File: src/verilog/ref_switch_pkg.sv
// Purpose: shared constants for the reference input switch
// Assumes: 8-bit register port, two reference inputs
// Notes:   reset values are the register defaults
package ref_switch_pkg;

	// ----------------------------------------------------------------
	// register offsets
	// ----------------------------------------------------------------
	localparam logic [7:0] ADDR_INPUT_PRIORITY = 8'h34;
	localparam logic [7:0] ADDR_SWITCH_MODE    = 8'h35;
	localparam logic [7:0] ADDR_HOLDOFF_PERIOD = 8'h36;
	localparam logic [7:0] ADDR_HOLDOFF_RANGE  = 8'h37;
	localparam logic [7:0] ADDR_SWITCH_STATUS  = 8'h38;

	// ----------------------------------------------------------------
	// reset values
	// ----------------------------------------------------------------
	localparam logic [7:0] RST_INPUT_PRIORITY = 8'he0;
	localparam logic [7:0] RST_SWITCH_MODE    = 8'h00;
	localparam logic [7:0] RST_HOLDOFF_PERIOD = 8'h80;
	localparam logic [7:0] RST_HOLDOFF_RANGE  = 8'h00;

	// ----------------------------------------------------------------
	// field positions
	// ----------------------------------------------------------------
	localparam int PRIO0_LSB    = 6;
	localparam int PRIO1_LSB    = 4;
	localparam int MASK_BIT     = 6;
	localparam int REVERT_BIT   = 5;
	localparam int MODE_LSB     = 2;
	localparam int MSEL_LSB     = 0;
	localparam int PRESCALE_LSB = 6;
	localparam int VCOUNT_LSB   = 0;
	localparam int ST_LATCH_BIT = 0;
	localparam int ST_LIVE_BIT  = 1;
	localparam int ST_SEL_BIT   = 2;
	localparam int ST_NONE_BIT  = 3;
	localparam int ST_LOS_LSB   = 4;

	// ----------------------------------------------------------------
	// encodings and timing
	// ----------------------------------------------------------------
	localparam logic [1:0] PRIO_NEVER  = 2'h0;
	localparam logic [1:0] MSEL_REF1   = 2'h1;
	localparam int         LOS_TIMEOUT = 64;
	localparam int         VALID_EDGES = 4;

	typedef enum logic [2:0]
	{
		ST_NONE_SEL = 3'b001,
		ST_REF0     = 3'b010,
		ST_REF1     = 3'b100
	} sel_state_t;

endpackage

File: src/verilog/ref_activity_mon.sv
// Purpose: loss-of-signal monitor for one reference clock pin
// Assumes: reference clock is slower than a quarter of the system clock
// Notes:   re-validation needs a run of edges with no timeout
`timescale 1ns/1ps
module ref_activity_mon
#(
	parameter int TIMEOUT = ref_switch_pkg::LOS_TIMEOUT,
	parameter int EDGES   = ref_switch_pkg::VALID_EDGES
)
(
	input  wire logic       clock,
	input  wire logic       arst_n,
	input  wire logic       ref_pin,
	input  wire logic [1:0] validation_count,
	output logic            los,
	output logic            revalidated
);
	import ref_switch_pkg::*;

	localparam int TW = $clog2(TIMEOUT + 1);
	localparam int EW = $clog2(4 * EDGES + 1);

	// elaboration-time refusal of settings the counters cannot serve
	if (TIMEOUT < 2 || EDGES < 1)
	begin : g_bad_params
		$error("ref_activity_mon: bad parameters");
	end

	logic [2:0]    sync_r;
	logic          level_r;
	logic [TW-1:0] idle_r;
	logic [EW-1:0] edges_r;
	logic          los_r;
	logic          reval_r;

	// ----------------------------------------------------------------
	// filtering and edge detection
	// ----------------------------------------------------------------
	// level moves only when stages two and three agree
	wire           stable   = (sync_r[1] == sync_r[2]);
	wire           rise     = stable && sync_r[2] && !level_r;
	wire           timeout  = (idle_r == TW'(TIMEOUT));
	wire [EW-1:0]  need     = EW'((32'(validation_count) + 32'd1) * 32'(EDGES));
	wire           valid_ok = los_r && rise && (edges_r + EW'(1) >= need);

	// synchroniser and level filter
	always_ff @(posedge clock or negedge arst_n)
	begin
		if (!arst_n)
		begin
			sync_r  <= 3'h0;
			level_r <= 1'b0;
		end
		else
		begin
			sync_r  <= {sync_r[1:0], ref_pin};
			level_r <= stable ? sync_r[2] : level_r;
		end
	end

	// idle timer, edge run and loss flag; starts in loss until proven
	always_ff @(posedge clock or negedge arst_n)
	begin
		if (!arst_n)
		begin
			idle_r  <= '0;
			edges_r <= '0;
			los_r   <= 1'b1;
			reval_r <= 1'b0;
		end
		else
		begin
			idle_r  <= rise ? '0 : (timeout ? idle_r : idle_r + TW'(1));
			reval_r <= valid_ok;
			if (timeout && !rise) // a rise that lands on the deadline still counts as activity
			begin
				los_r   <= 1'b1;
				edges_r <= '0;
			end
			else if (valid_ok)
			begin
				los_r   <= 1'b0;
				edges_r <= '0;
			end
			else if (rise && los_r)
				edges_r <= edges_r + EW'(1);
		end
	end

	assign los         = los_r;
	assign revalidated = reval_r;

endmodule

File: src/verilog/reference_input_switch.sv
// Purpose: reference input selection for a dual-input clock conditioner
// Assumes: pll0_unlock is on this clock; pins pass three flip-flops
// Notes:   registers reached by a simple address/strobe port
//
// Operation
// - each input has a 2-bit priority; input zero resets to 11, input one to 10
// - on equal priority automatic selection prefers input zero
// - an input with priority 00 is never picked automatically
// - mask clear: PLL-0 unlock or selected reference loss sets lock status bits
// - mask set: only PLL-0 unlock sets the live and latched lock bits
// - mask set: reference loss raises no GPIO failure indication
// - revertive switching acts only in automatic modes, mode low bit one
// - revertive off: re-validation of a non-selected input changes nothing while the selected input is valid
// - revertive on: re-validation of a non-selected input of higher priority than the selected one triggers a new choice
// - revertive switch only to a strictly higher priority input
// - mode 00 manual, 01 automatic, 10 manual, 11 automatic holdover
// - automatic modes choose from loss states and programmed priorities
// - manual modes: select 00 picks input zero, 01 input one, rest reserved
// - GPIO input clock selection overrides the mode field selection
`timescale 1ns/1ps
module reference_input_switch
#(
	parameter int LOS_TIMEOUT_CYC = ref_switch_pkg::LOS_TIMEOUT,
	parameter int VALID_EDGE_CNT  = ref_switch_pkg::VALID_EDGES
)
(
	input  wire logic       clock,
	input  wire logic       arst_n,
	input  wire logic [7:0] reg_addr,
	input  wire logic [7:0] reg_wdata,
	input  wire logic       reg_wr,
	input  wire logic       reg_rd,
	output logic      [7:0] reg_rdata,
	input  wire logic       ref_clk0,
	input  wire logic       ref_clk1,
	input  wire logic       pll0_unlock,
	input  wire logic       gpio_sel_en,
	input  wire logic       gpio_sel,
	output logic            ref_sel,
	output logic            ref_none,
	output logic            lock_status_live,
	output logic            lock_status_latched,
	output logic            gpio_fail
);
	import ref_switch_pkg::*;

	// ----------------------------------------------------------------
	// helpers
	// ----------------------------------------------------------------
	function automatic logic eligible(input logic [1:0] prio, input logic lost);
		eligible = (prio != PRIO_NEVER) && !lost;
	endfunction

	// best usable input; ties go to input zero
	function automatic sel_state_t best_pick(input logic [1:0] p0, input logic [1:0] p1,
	                                         input logic l0, input logic l1);
		logic e0;
		logic e1;
		e0 = eligible(p0, l0);
		e1 = eligible(p1, l1);
		if (e0 && (!e1 || p0 >= p1))
			best_pick = ST_REF0;
		else if (e1)
			best_pick = ST_REF1;
		else
			best_pick = ST_NONE_SEL;
	endfunction

	logic [7:0] prio_cfg_r;
	logic [7:0] mode_cfg_r;
	logic [7:0] period_cfg_r;
	logic [7:0] range_cfg_r;
	logic [7:0] rdata_r;
	logic [2:0] gsel_en_r;
	logic [2:0] gsel_r;
	logic       gsel_en_f_r;
	logic       gsel_f_r;
	logic       live_r;
	logic       latched_r;
	logic       fail_r;
	sel_state_t state_r;
	sel_state_t state_nxt;
	logic [1:0] los;
	logic [1:0] reval;

	// ----------------------------------------------------------------
	// loss-of-signal monitors
	// ----------------------------------------------------------------
	wire [1:0] ref_pins = {ref_clk1, ref_clk0};

	genvar gi;
	generate
		for (gi = 0; gi < 2; gi++)
		begin : g_mon
			ref_activity_mon
			#(
				.TIMEOUT (LOS_TIMEOUT_CYC),
				.EDGES   (VALID_EDGE_CNT)
			)
			u_mon
			(
				.clock            (clock),
				.arst_n           (arst_n),
				.ref_pin          (ref_pins[gi]),
				.validation_count (range_cfg_r[VCOUNT_LSB +: 2]),
				.los              (los[gi]),
				.revalidated      (reval[gi])
			);
		end
	endgenerate

	// ----------------------------------------------------------------
	// configuration fields
	// ----------------------------------------------------------------
	wire [1:0] prio0               = prio_cfg_r[PRIO0_LSB +: 2];
	wire [1:0] prio1               = prio_cfg_r[PRIO1_LSB +: 2];
	wire       ref_loss_lock_mask  = mode_cfg_r[MASK_BIT];
	wire       revertive_switch_en = mode_cfg_r[REVERT_BIT];
	wire [1:0] select_mode         = mode_cfg_r[MODE_LSB +: 2];
	wire [1:0] msel                = mode_cfg_r[MSEL_LSB +: 2];
	wire       auto_mode           = select_mode[0];
	wire       hold_mode           = select_mode[1];

	// ----------------------------------------------------------------
	// selection decode
	// ----------------------------------------------------------------
	// reserved manual codes fall back to input zero
	wire        man_ref1 = (msel == MSEL_REF1);
	sel_state_t man_st;
	assign man_st = man_ref1 ? ST_REF1 : ST_REF0;
	sel_state_t best_st;
	assign best_st = best_pick(prio0, prio1, los[0], los[1]);

	wire       cur_ref1  = (state_r == ST_REF1);
	wire       cur_lost  = (state_r == ST_NONE_SEL) || (cur_ref1 ? los[1] : los[0]);
	wire [1:0] cur_prio  = cur_ref1 ? prio1 : prio0;
	// re-validated input that is not the one in use
	wire       rv0       = reval[0] && (state_r != ST_REF0);
	wire       rv1       = reval[1] && (state_r != ST_REF1);
	wire       up0       = rv0 && eligible(prio0, los[0]) && (prio0 > cur_prio);
	wire       up1       = rv1 && eligible(prio1, los[1]) && (prio1 > cur_prio);
	wire       revert    = auto_mode && revertive_switch_en && (up0 || up1);

	// next selection; without revertive, re-validation alone changes nothing while the selected input is valid
	always_comb
	begin
		state_nxt = state_r;
		case (state_r)
			ST_NONE_SEL, ST_REF0, ST_REF1:
			begin
				if (gsel_en_f_r)
					state_nxt = gsel_f_r ? ST_REF1 : ST_REF0;
				else if (!auto_mode)
					state_nxt = man_st;
				else if (cur_lost)
				begin
					// mode 11 holds the last choice when nothing is usable; mode 01 drops to none
					if (best_st != ST_NONE_SEL || state_r == ST_NONE_SEL || !hold_mode)
						state_nxt = best_st;
				end
				else if (revert)
					state_nxt = best_st;
			end
			default:
				state_nxt = ST_REF0;
		endcase
	end

	// ----------------------------------------------------------------
	// status decode
	// ----------------------------------------------------------------
	wire sel_lost  = cur_ref1 ? los[1] : los[0];
	wire lock_evt  = pll0_unlock || (!ref_loss_lock_mask && sel_lost);
	wire fail_evt  = pll0_unlock || (!ref_loss_lock_mask && sel_lost);
	wire wr_status = reg_wr && (reg_addr == ADDR_SWITCH_STATUS);
	wire clr_latch = wr_status && reg_wdata[ST_LATCH_BIT];

	wire [7:0] status_word = {2'h0, los, (state_r == ST_NONE_SEL), cur_ref1, live_r, latched_r};
	wire [7:0] rd_mux =
		(reg_addr == ADDR_INPUT_PRIORITY) ? {prio_cfg_r[7:4], 4'h0} :
		(reg_addr == ADDR_SWITCH_MODE)    ? {1'b0, mode_cfg_r[6:5], 1'b0, mode_cfg_r[3:0]} :
		(reg_addr == ADDR_HOLDOFF_PERIOD) ? period_cfg_r :
		(reg_addr == ADDR_HOLDOFF_RANGE)  ? {range_cfg_r[7:6], 4'h0, range_cfg_r[1:0]} :
		(reg_addr == ADDR_SWITCH_STATUS)  ? status_word : 8'h00;

	// ----------------------------------------------------------------
	// registers
	// ----------------------------------------------------------------
	// configuration writes; reserved bits are stored but read as zero
	always_ff @(posedge clock or negedge arst_n)
	begin
		if (!arst_n)
		begin
			prio_cfg_r   <= RST_INPUT_PRIORITY;
			mode_cfg_r   <= RST_SWITCH_MODE;
			period_cfg_r <= RST_HOLDOFF_PERIOD;
			range_cfg_r  <= RST_HOLDOFF_RANGE;
		end
		else if (reg_wr)
		begin
			if (reg_addr == ADDR_INPUT_PRIORITY)
				prio_cfg_r <= reg_wdata;
			if (reg_addr == ADDR_SWITCH_MODE)
				mode_cfg_r <= reg_wdata;
			if (reg_addr == ADDR_HOLDOFF_PERIOD)
				period_cfg_r <= reg_wdata;
			if (reg_addr == ADDR_HOLDOFF_RANGE)
				range_cfg_r <= reg_wdata;
		end
	end

	// read data, one cycle after the strobe
	always_ff @(posedge clock or negedge arst_n)
	begin
		if (!arst_n)
			rdata_r <= 8'h00;
		else if (reg_rd)
			rdata_r <= rd_mux;
	end

	// gpio select pins: three stages, accepted when the last two agree
	always_ff @(posedge clock or negedge arst_n)
	begin
		if (!arst_n)
		begin
			gsel_en_r   <= 3'h0;
			gsel_r      <= 3'h0;
			gsel_en_f_r <= 1'b0;
			gsel_f_r    <= 1'b0;
		end
		else
		begin
			gsel_en_r   <= {gsel_en_r[1:0], gpio_sel_en};
			gsel_r      <= {gsel_r[1:0], gpio_sel};
			gsel_en_f_r <= (gsel_en_r[1] == gsel_en_r[2]) ? gsel_en_r[2] : gsel_en_f_r;
			gsel_f_r    <= (gsel_r[1] == gsel_r[2]) ? gsel_r[2] : gsel_f_r;
		end
	end

	// selection state and lock status; a new event beats the clear
	always_ff @(posedge clock or negedge arst_n)
	begin
		if (!arst_n)
		begin
			state_r   <= ST_REF0;
			live_r    <= 1'b0;
			latched_r <= 1'b0;
			fail_r    <= 1'b0;
		end
		else
		begin
			state_r   <= state_nxt;
			live_r    <= lock_evt;
			latched_r <= lock_evt || (latched_r && !clr_latch);
			fail_r    <= fail_evt;
		end
	end

	assign reg_rdata           = rdata_r;
	assign ref_sel             = cur_ref1;
	assign ref_none            = (state_r == ST_NONE_SEL);
	assign lock_status_live    = live_r;
	assign lock_status_latched = latched_r;
	assign gpio_fail           = fail_r;

endmodule

File: config.mk
export PLATFORM = sky130hd
export DESIGN_NAME = reference_input_switch
export DESIGN_NICKNAME = d
export VERILOG_FILES = /design/src/verilog/ref_switch_pkg.sv /design/src/verilog/ref_activity_mon.sv /design/src/verilog/reference_input_switch.sv
export SDC_FILE = /design/constraint.sdc
export NUM_CORES = 1
export LEC_CHECK = 0
export BUFFER_PORTS_ARGS = -buffer_cell sky130_fd_sc_hd__buf_2
export CORE_ASPECT_RATIO = 0.8
export CORE_MARGIN = 3
export CORE_UTILIZATION = 60
export CTS_BUF_LIST = sky130_fd_sc_hd__clkbuf_4 sky130_fd_sc_hd__clkbuf_8 sky130_fd_sc_hd__clkbuf_16
export CTS_CLUSTER_DIAMETER = 150
export DETAILED_ROUTE_END_ITERATION = 12
export PLACE_DENSITY = 0.93
export SLEW_MARGIN = 20
export SYNTH_ARGS = -nofsm -noshare
export SYNTH_HDL_FRONTEND = slang
export SYNTH_HIERARCHICAL = 1
export SYNTH_SLANG_ARGS = --single-unit
export TNS_END_PERCENT = 1
File: constraint.sdc
create_clock -name clock -period 4.5 [get_ports clock]
set_clock_uncertainty 0.2 [all_clocks]
set_input_delay 0.9 -clock clock [delete_from_list [all_inputs] [get_ports clock]]
set_output_delay 0.9 -clock clock [all_outputs]
set_load 0.005 [all_outputs]
==> metrics.yaml <==
status: "finished clean"
period_share: 0.6067
drt_iter0_markers: 206
syn-cell-area_mm2: 0.004039
hold_path.class: "flip-flop to flip-flop"
p_seq_frac: 0.519
r2r_slack_ps: 1770
crit_path_end_kind: "flip-flop"
grt_first_pass_wirelength_um: 13740
area_growth_pct: 11.43
async_flop_share: 1.000
power.leakage_nw: 2.138
synth_edf_count: 0
cts_root_buf: "clkbuf_8"
cpPeakStageDelay_ps: 480
use_met3: 0.06376
num_io_pins: 38
worst_path_max_delay_cell: "nor3b_4"
routabilityCongestion: 0.8797
cts_tree: "built"
cp_common_cell: "nor3_1"
synth_xor_area_frac: 0.03903
powerDensity_mw_per_mm2: 370.8
swShare: 0.2688
holdPathStages: 0
dieHeight_um: 79.39
postCtsSetupRepairBufs: 0
clk_path_buf_depth: 2
num_rows: 26
cts_inserted_buffers: 9
dp_hpwl_um: 6245
holdPathEnd: "gsel_r[1]"
fin_nets: 449
synthTopCellsByArea: "dfrtp_1 45%, mux2_2 7.8%, ha_1 6.8%"
grt_overflow: 0
drtAntennaViolNets: 0
wl_per_cell_um: 17.06
io_buffers: 37
post_cts_resized: 0
p_clk_frac: 0.331
core_area_mm2: 0.006441
synth_compound_area_frac: 0.1081
cts.sinks: 79
ys_seq_area_frac: 0.4916
r2r_cells: 10
critPathLaunchType: "flip-flop"
setup_tns_ps: 0
drcViolationCount: 0
start_util: 0.6270
combPwrFrac: 0.150
crit_arrival_ps: 2820
max_clock_freq_mhz: 366.3
synth_fp_nets: 409
net-switching-power_mw: 0.4486
wl_um: 8361
cp_cell_sequence: "nor3b_4, nand2_1, o21ai_0, ha_1, nor3_1, a21oi_1, nor3_1, o21ai_2, a22oi_1, o22a_1"
worstMarginPinSlew_ps: 968.0
cts.clk_slew.worst_paths_ps: 80
critPathLaunch: "state_r[2]"
rsz0062_at_grt: "no"
diodes: 0
use_met1: 0.2876
min_from: "gsel_r[0]"
r2r-end: "state_r[1]"
grt.total_usage: 0.2272
ctsHoldBuffers: 0
synth_top_family_by_area: "simple AND/OR/NAND/NOR gates"
synth_mux_area_frac: 0.09046
p_int_mw: 1.220
syn-instance-count: 362
clk_latency_ps: 350
grt_max_degree: 80
worstPathMaxFanout: 10
setup_viol: 0
drive_gt1_frac: 0.2660
avgSynthCellArea_um2: 11.16
htree_levels: 3
antenna_found_initial: 0
vias_per_cell: 6.027
slew_violations: 0
die_x_um: 97.73
dieArea_mm2: 0.007758
synth.largest_area_cell: "dfrtp_1"
first_pass_iters: 5
total_power_mw: 1.669
cap_viol_max_count: 0
top_usage_layer: "met2"
ir_drop_uv: 254.1
first_global_vias: 2873
ys_ff_latch: 79
min_period_ps: 2730
reg2reg_from: "state_r[2]"
yosysWarnings: 6
cp.required_ps: 4590
hold_viol_final: 0
slew_headroom: 0.3547
synthAdderAreaFrac: 0.07311
grtUsageMet2: 0.3858
synthSimpleGateAreaFrac: 0.1688
synth.top_cell.area_share: 0.4461
via_count: 2953
crit_type: "flip-flop to flip-flop"
synth_cell_types: 51
ys.flop_type: "dfrtp_1"
-- cells in the mapped netlist, drive strengths merged, types with 5 or more instances --
master / number
nand3: 10
mux2: 28
mux2i: 5
dfrtp: 72
nand2b: 9
ha: 22
o21ai: 14
xor2: 6
a21oi: 15
nor4: 5
a22o: 6
nor2b: 7
inv: 21
nor2: 35
xnor2: 12
and3: 8
nand2: 19
a31oi: 6
nor3: 9
dfstp: 7
-- worst max-delay path by stage --
stage / depth (start not counted) / slack, ps / to
final: 10 / 1770 / state_r[1]
after global placement: 6 / 1880 / mode_cfg_r[0]
after CTS: 9 / 1810 / state_r[1]
after global routing: 9 / 1620 / state_r[1]
after detailed placement: 7 / 1770 / reg_rdata[1]
after floorplan: 10 / 2040 / state_r[1]
-- power groups by stage --
stage                     Combinational (mW)  Clock [mW]  Sequential (mW)
final                                  0.250       0.553            0.866
after CTS                              0.251       0.562            0.865
after global placement                 0.232           0            0.872
after floorplan                        0.190           0            0.854
after global routing                   0.281       0.590            0.877
after detailed placement               0.250           0            0.878
-- registers in the layout, summed over array words and instances (netlist names) --
register,count
g_mon.u_mon/sync_r,6
mode_cfg_r,6
reg_rdata,8
gsel_en_f_r,1
gsel_en_r,3
g_mon.u_mon/level_r,2
gpio_fail,1
g_mon.u_mon/los,2
range_cfg_r,4
state_r,3
period_cfg_r,8
gsel_r,3
g_mon.u_mon/revalidated,2
lock_status_latched,1
prio_cfg_r,4
g_mon.u_mon/idle_r,14
g_mon.u_mon/edges_r,10
gsel_f_r,1
-- metrics by stage --
step,hold slack [ps],area [um^2],cells,utilization,setup WS (ps)
2_1_floorplan,131.2,4039,362,-,2044
3_3_place_gp,134.4,4294,475,0.6667,1881
3_5_place_dp,135.5,4294,475,0.6667,1767
4_1_cts,151.4,4501,490,0.6987,1810
5_1_grt,159.6,4501,490,0.6987,1622
6_report,149.7,4501,490,0.6987,1770
-- per-layer routing --
metal	wire length, um	vias to the layer above
li1	-	1349
met3	532	24
met2	4162	114
met1	3489	1466
met5	0	-
met4	178	0
-- critical path, delay by kind of cell, from the launching register on --
kind,cells,cell delay [ps]
adder cells (fa/ha/maj),1,310
AND/OR/NAND/NOR,4,1000
flip-flops,1,450
AO/OA/AOI/OAI,5,720
-- logic make-up (layout without fill, tap and decap cells) --
logic type	after synthesis	count (layout)
mux	33	33
compound gates	63	63
xor+xnor	18	18
flops	79	79
fa+ha+maj	24	24
buf+inv	29	73
simple gates	116	116
-- placed cells by master, fill, tap and decap left out, types with 3 or more instances in the layout --
master,count
dfrtp_1,72
buf_2,36
nor2_1,35
mux2_2,28
ha_1,22
inv_1,21
nand2_1,19
a21oi_1,15
o21ai_0,12
xnor2_1,12
nand3_1,10
nand2b_1,9
clkbuf_8,9
nor3_1,8
nor2b_1,7
dfstp_2,7
a31oi_1,6
a22o_1,6
and3_2,6
xor2_1,6
mux2i_1,5
nor4_1,5
a22oi_1,4
o22a_1,3
clkinv_2,3
-- layout make-up --
cell class	instances	area (um^2)
clock buffers	10	131.4
clock inverters	5	75.07
flip-flops and latches	79	1986
repair buffers	37	187.7
inverters	21	78.83
well taps	84	105.1
fillers	438	1941
multi-input cells	254	1937
No activity file was read; power rests on OpenSTA's default activity.
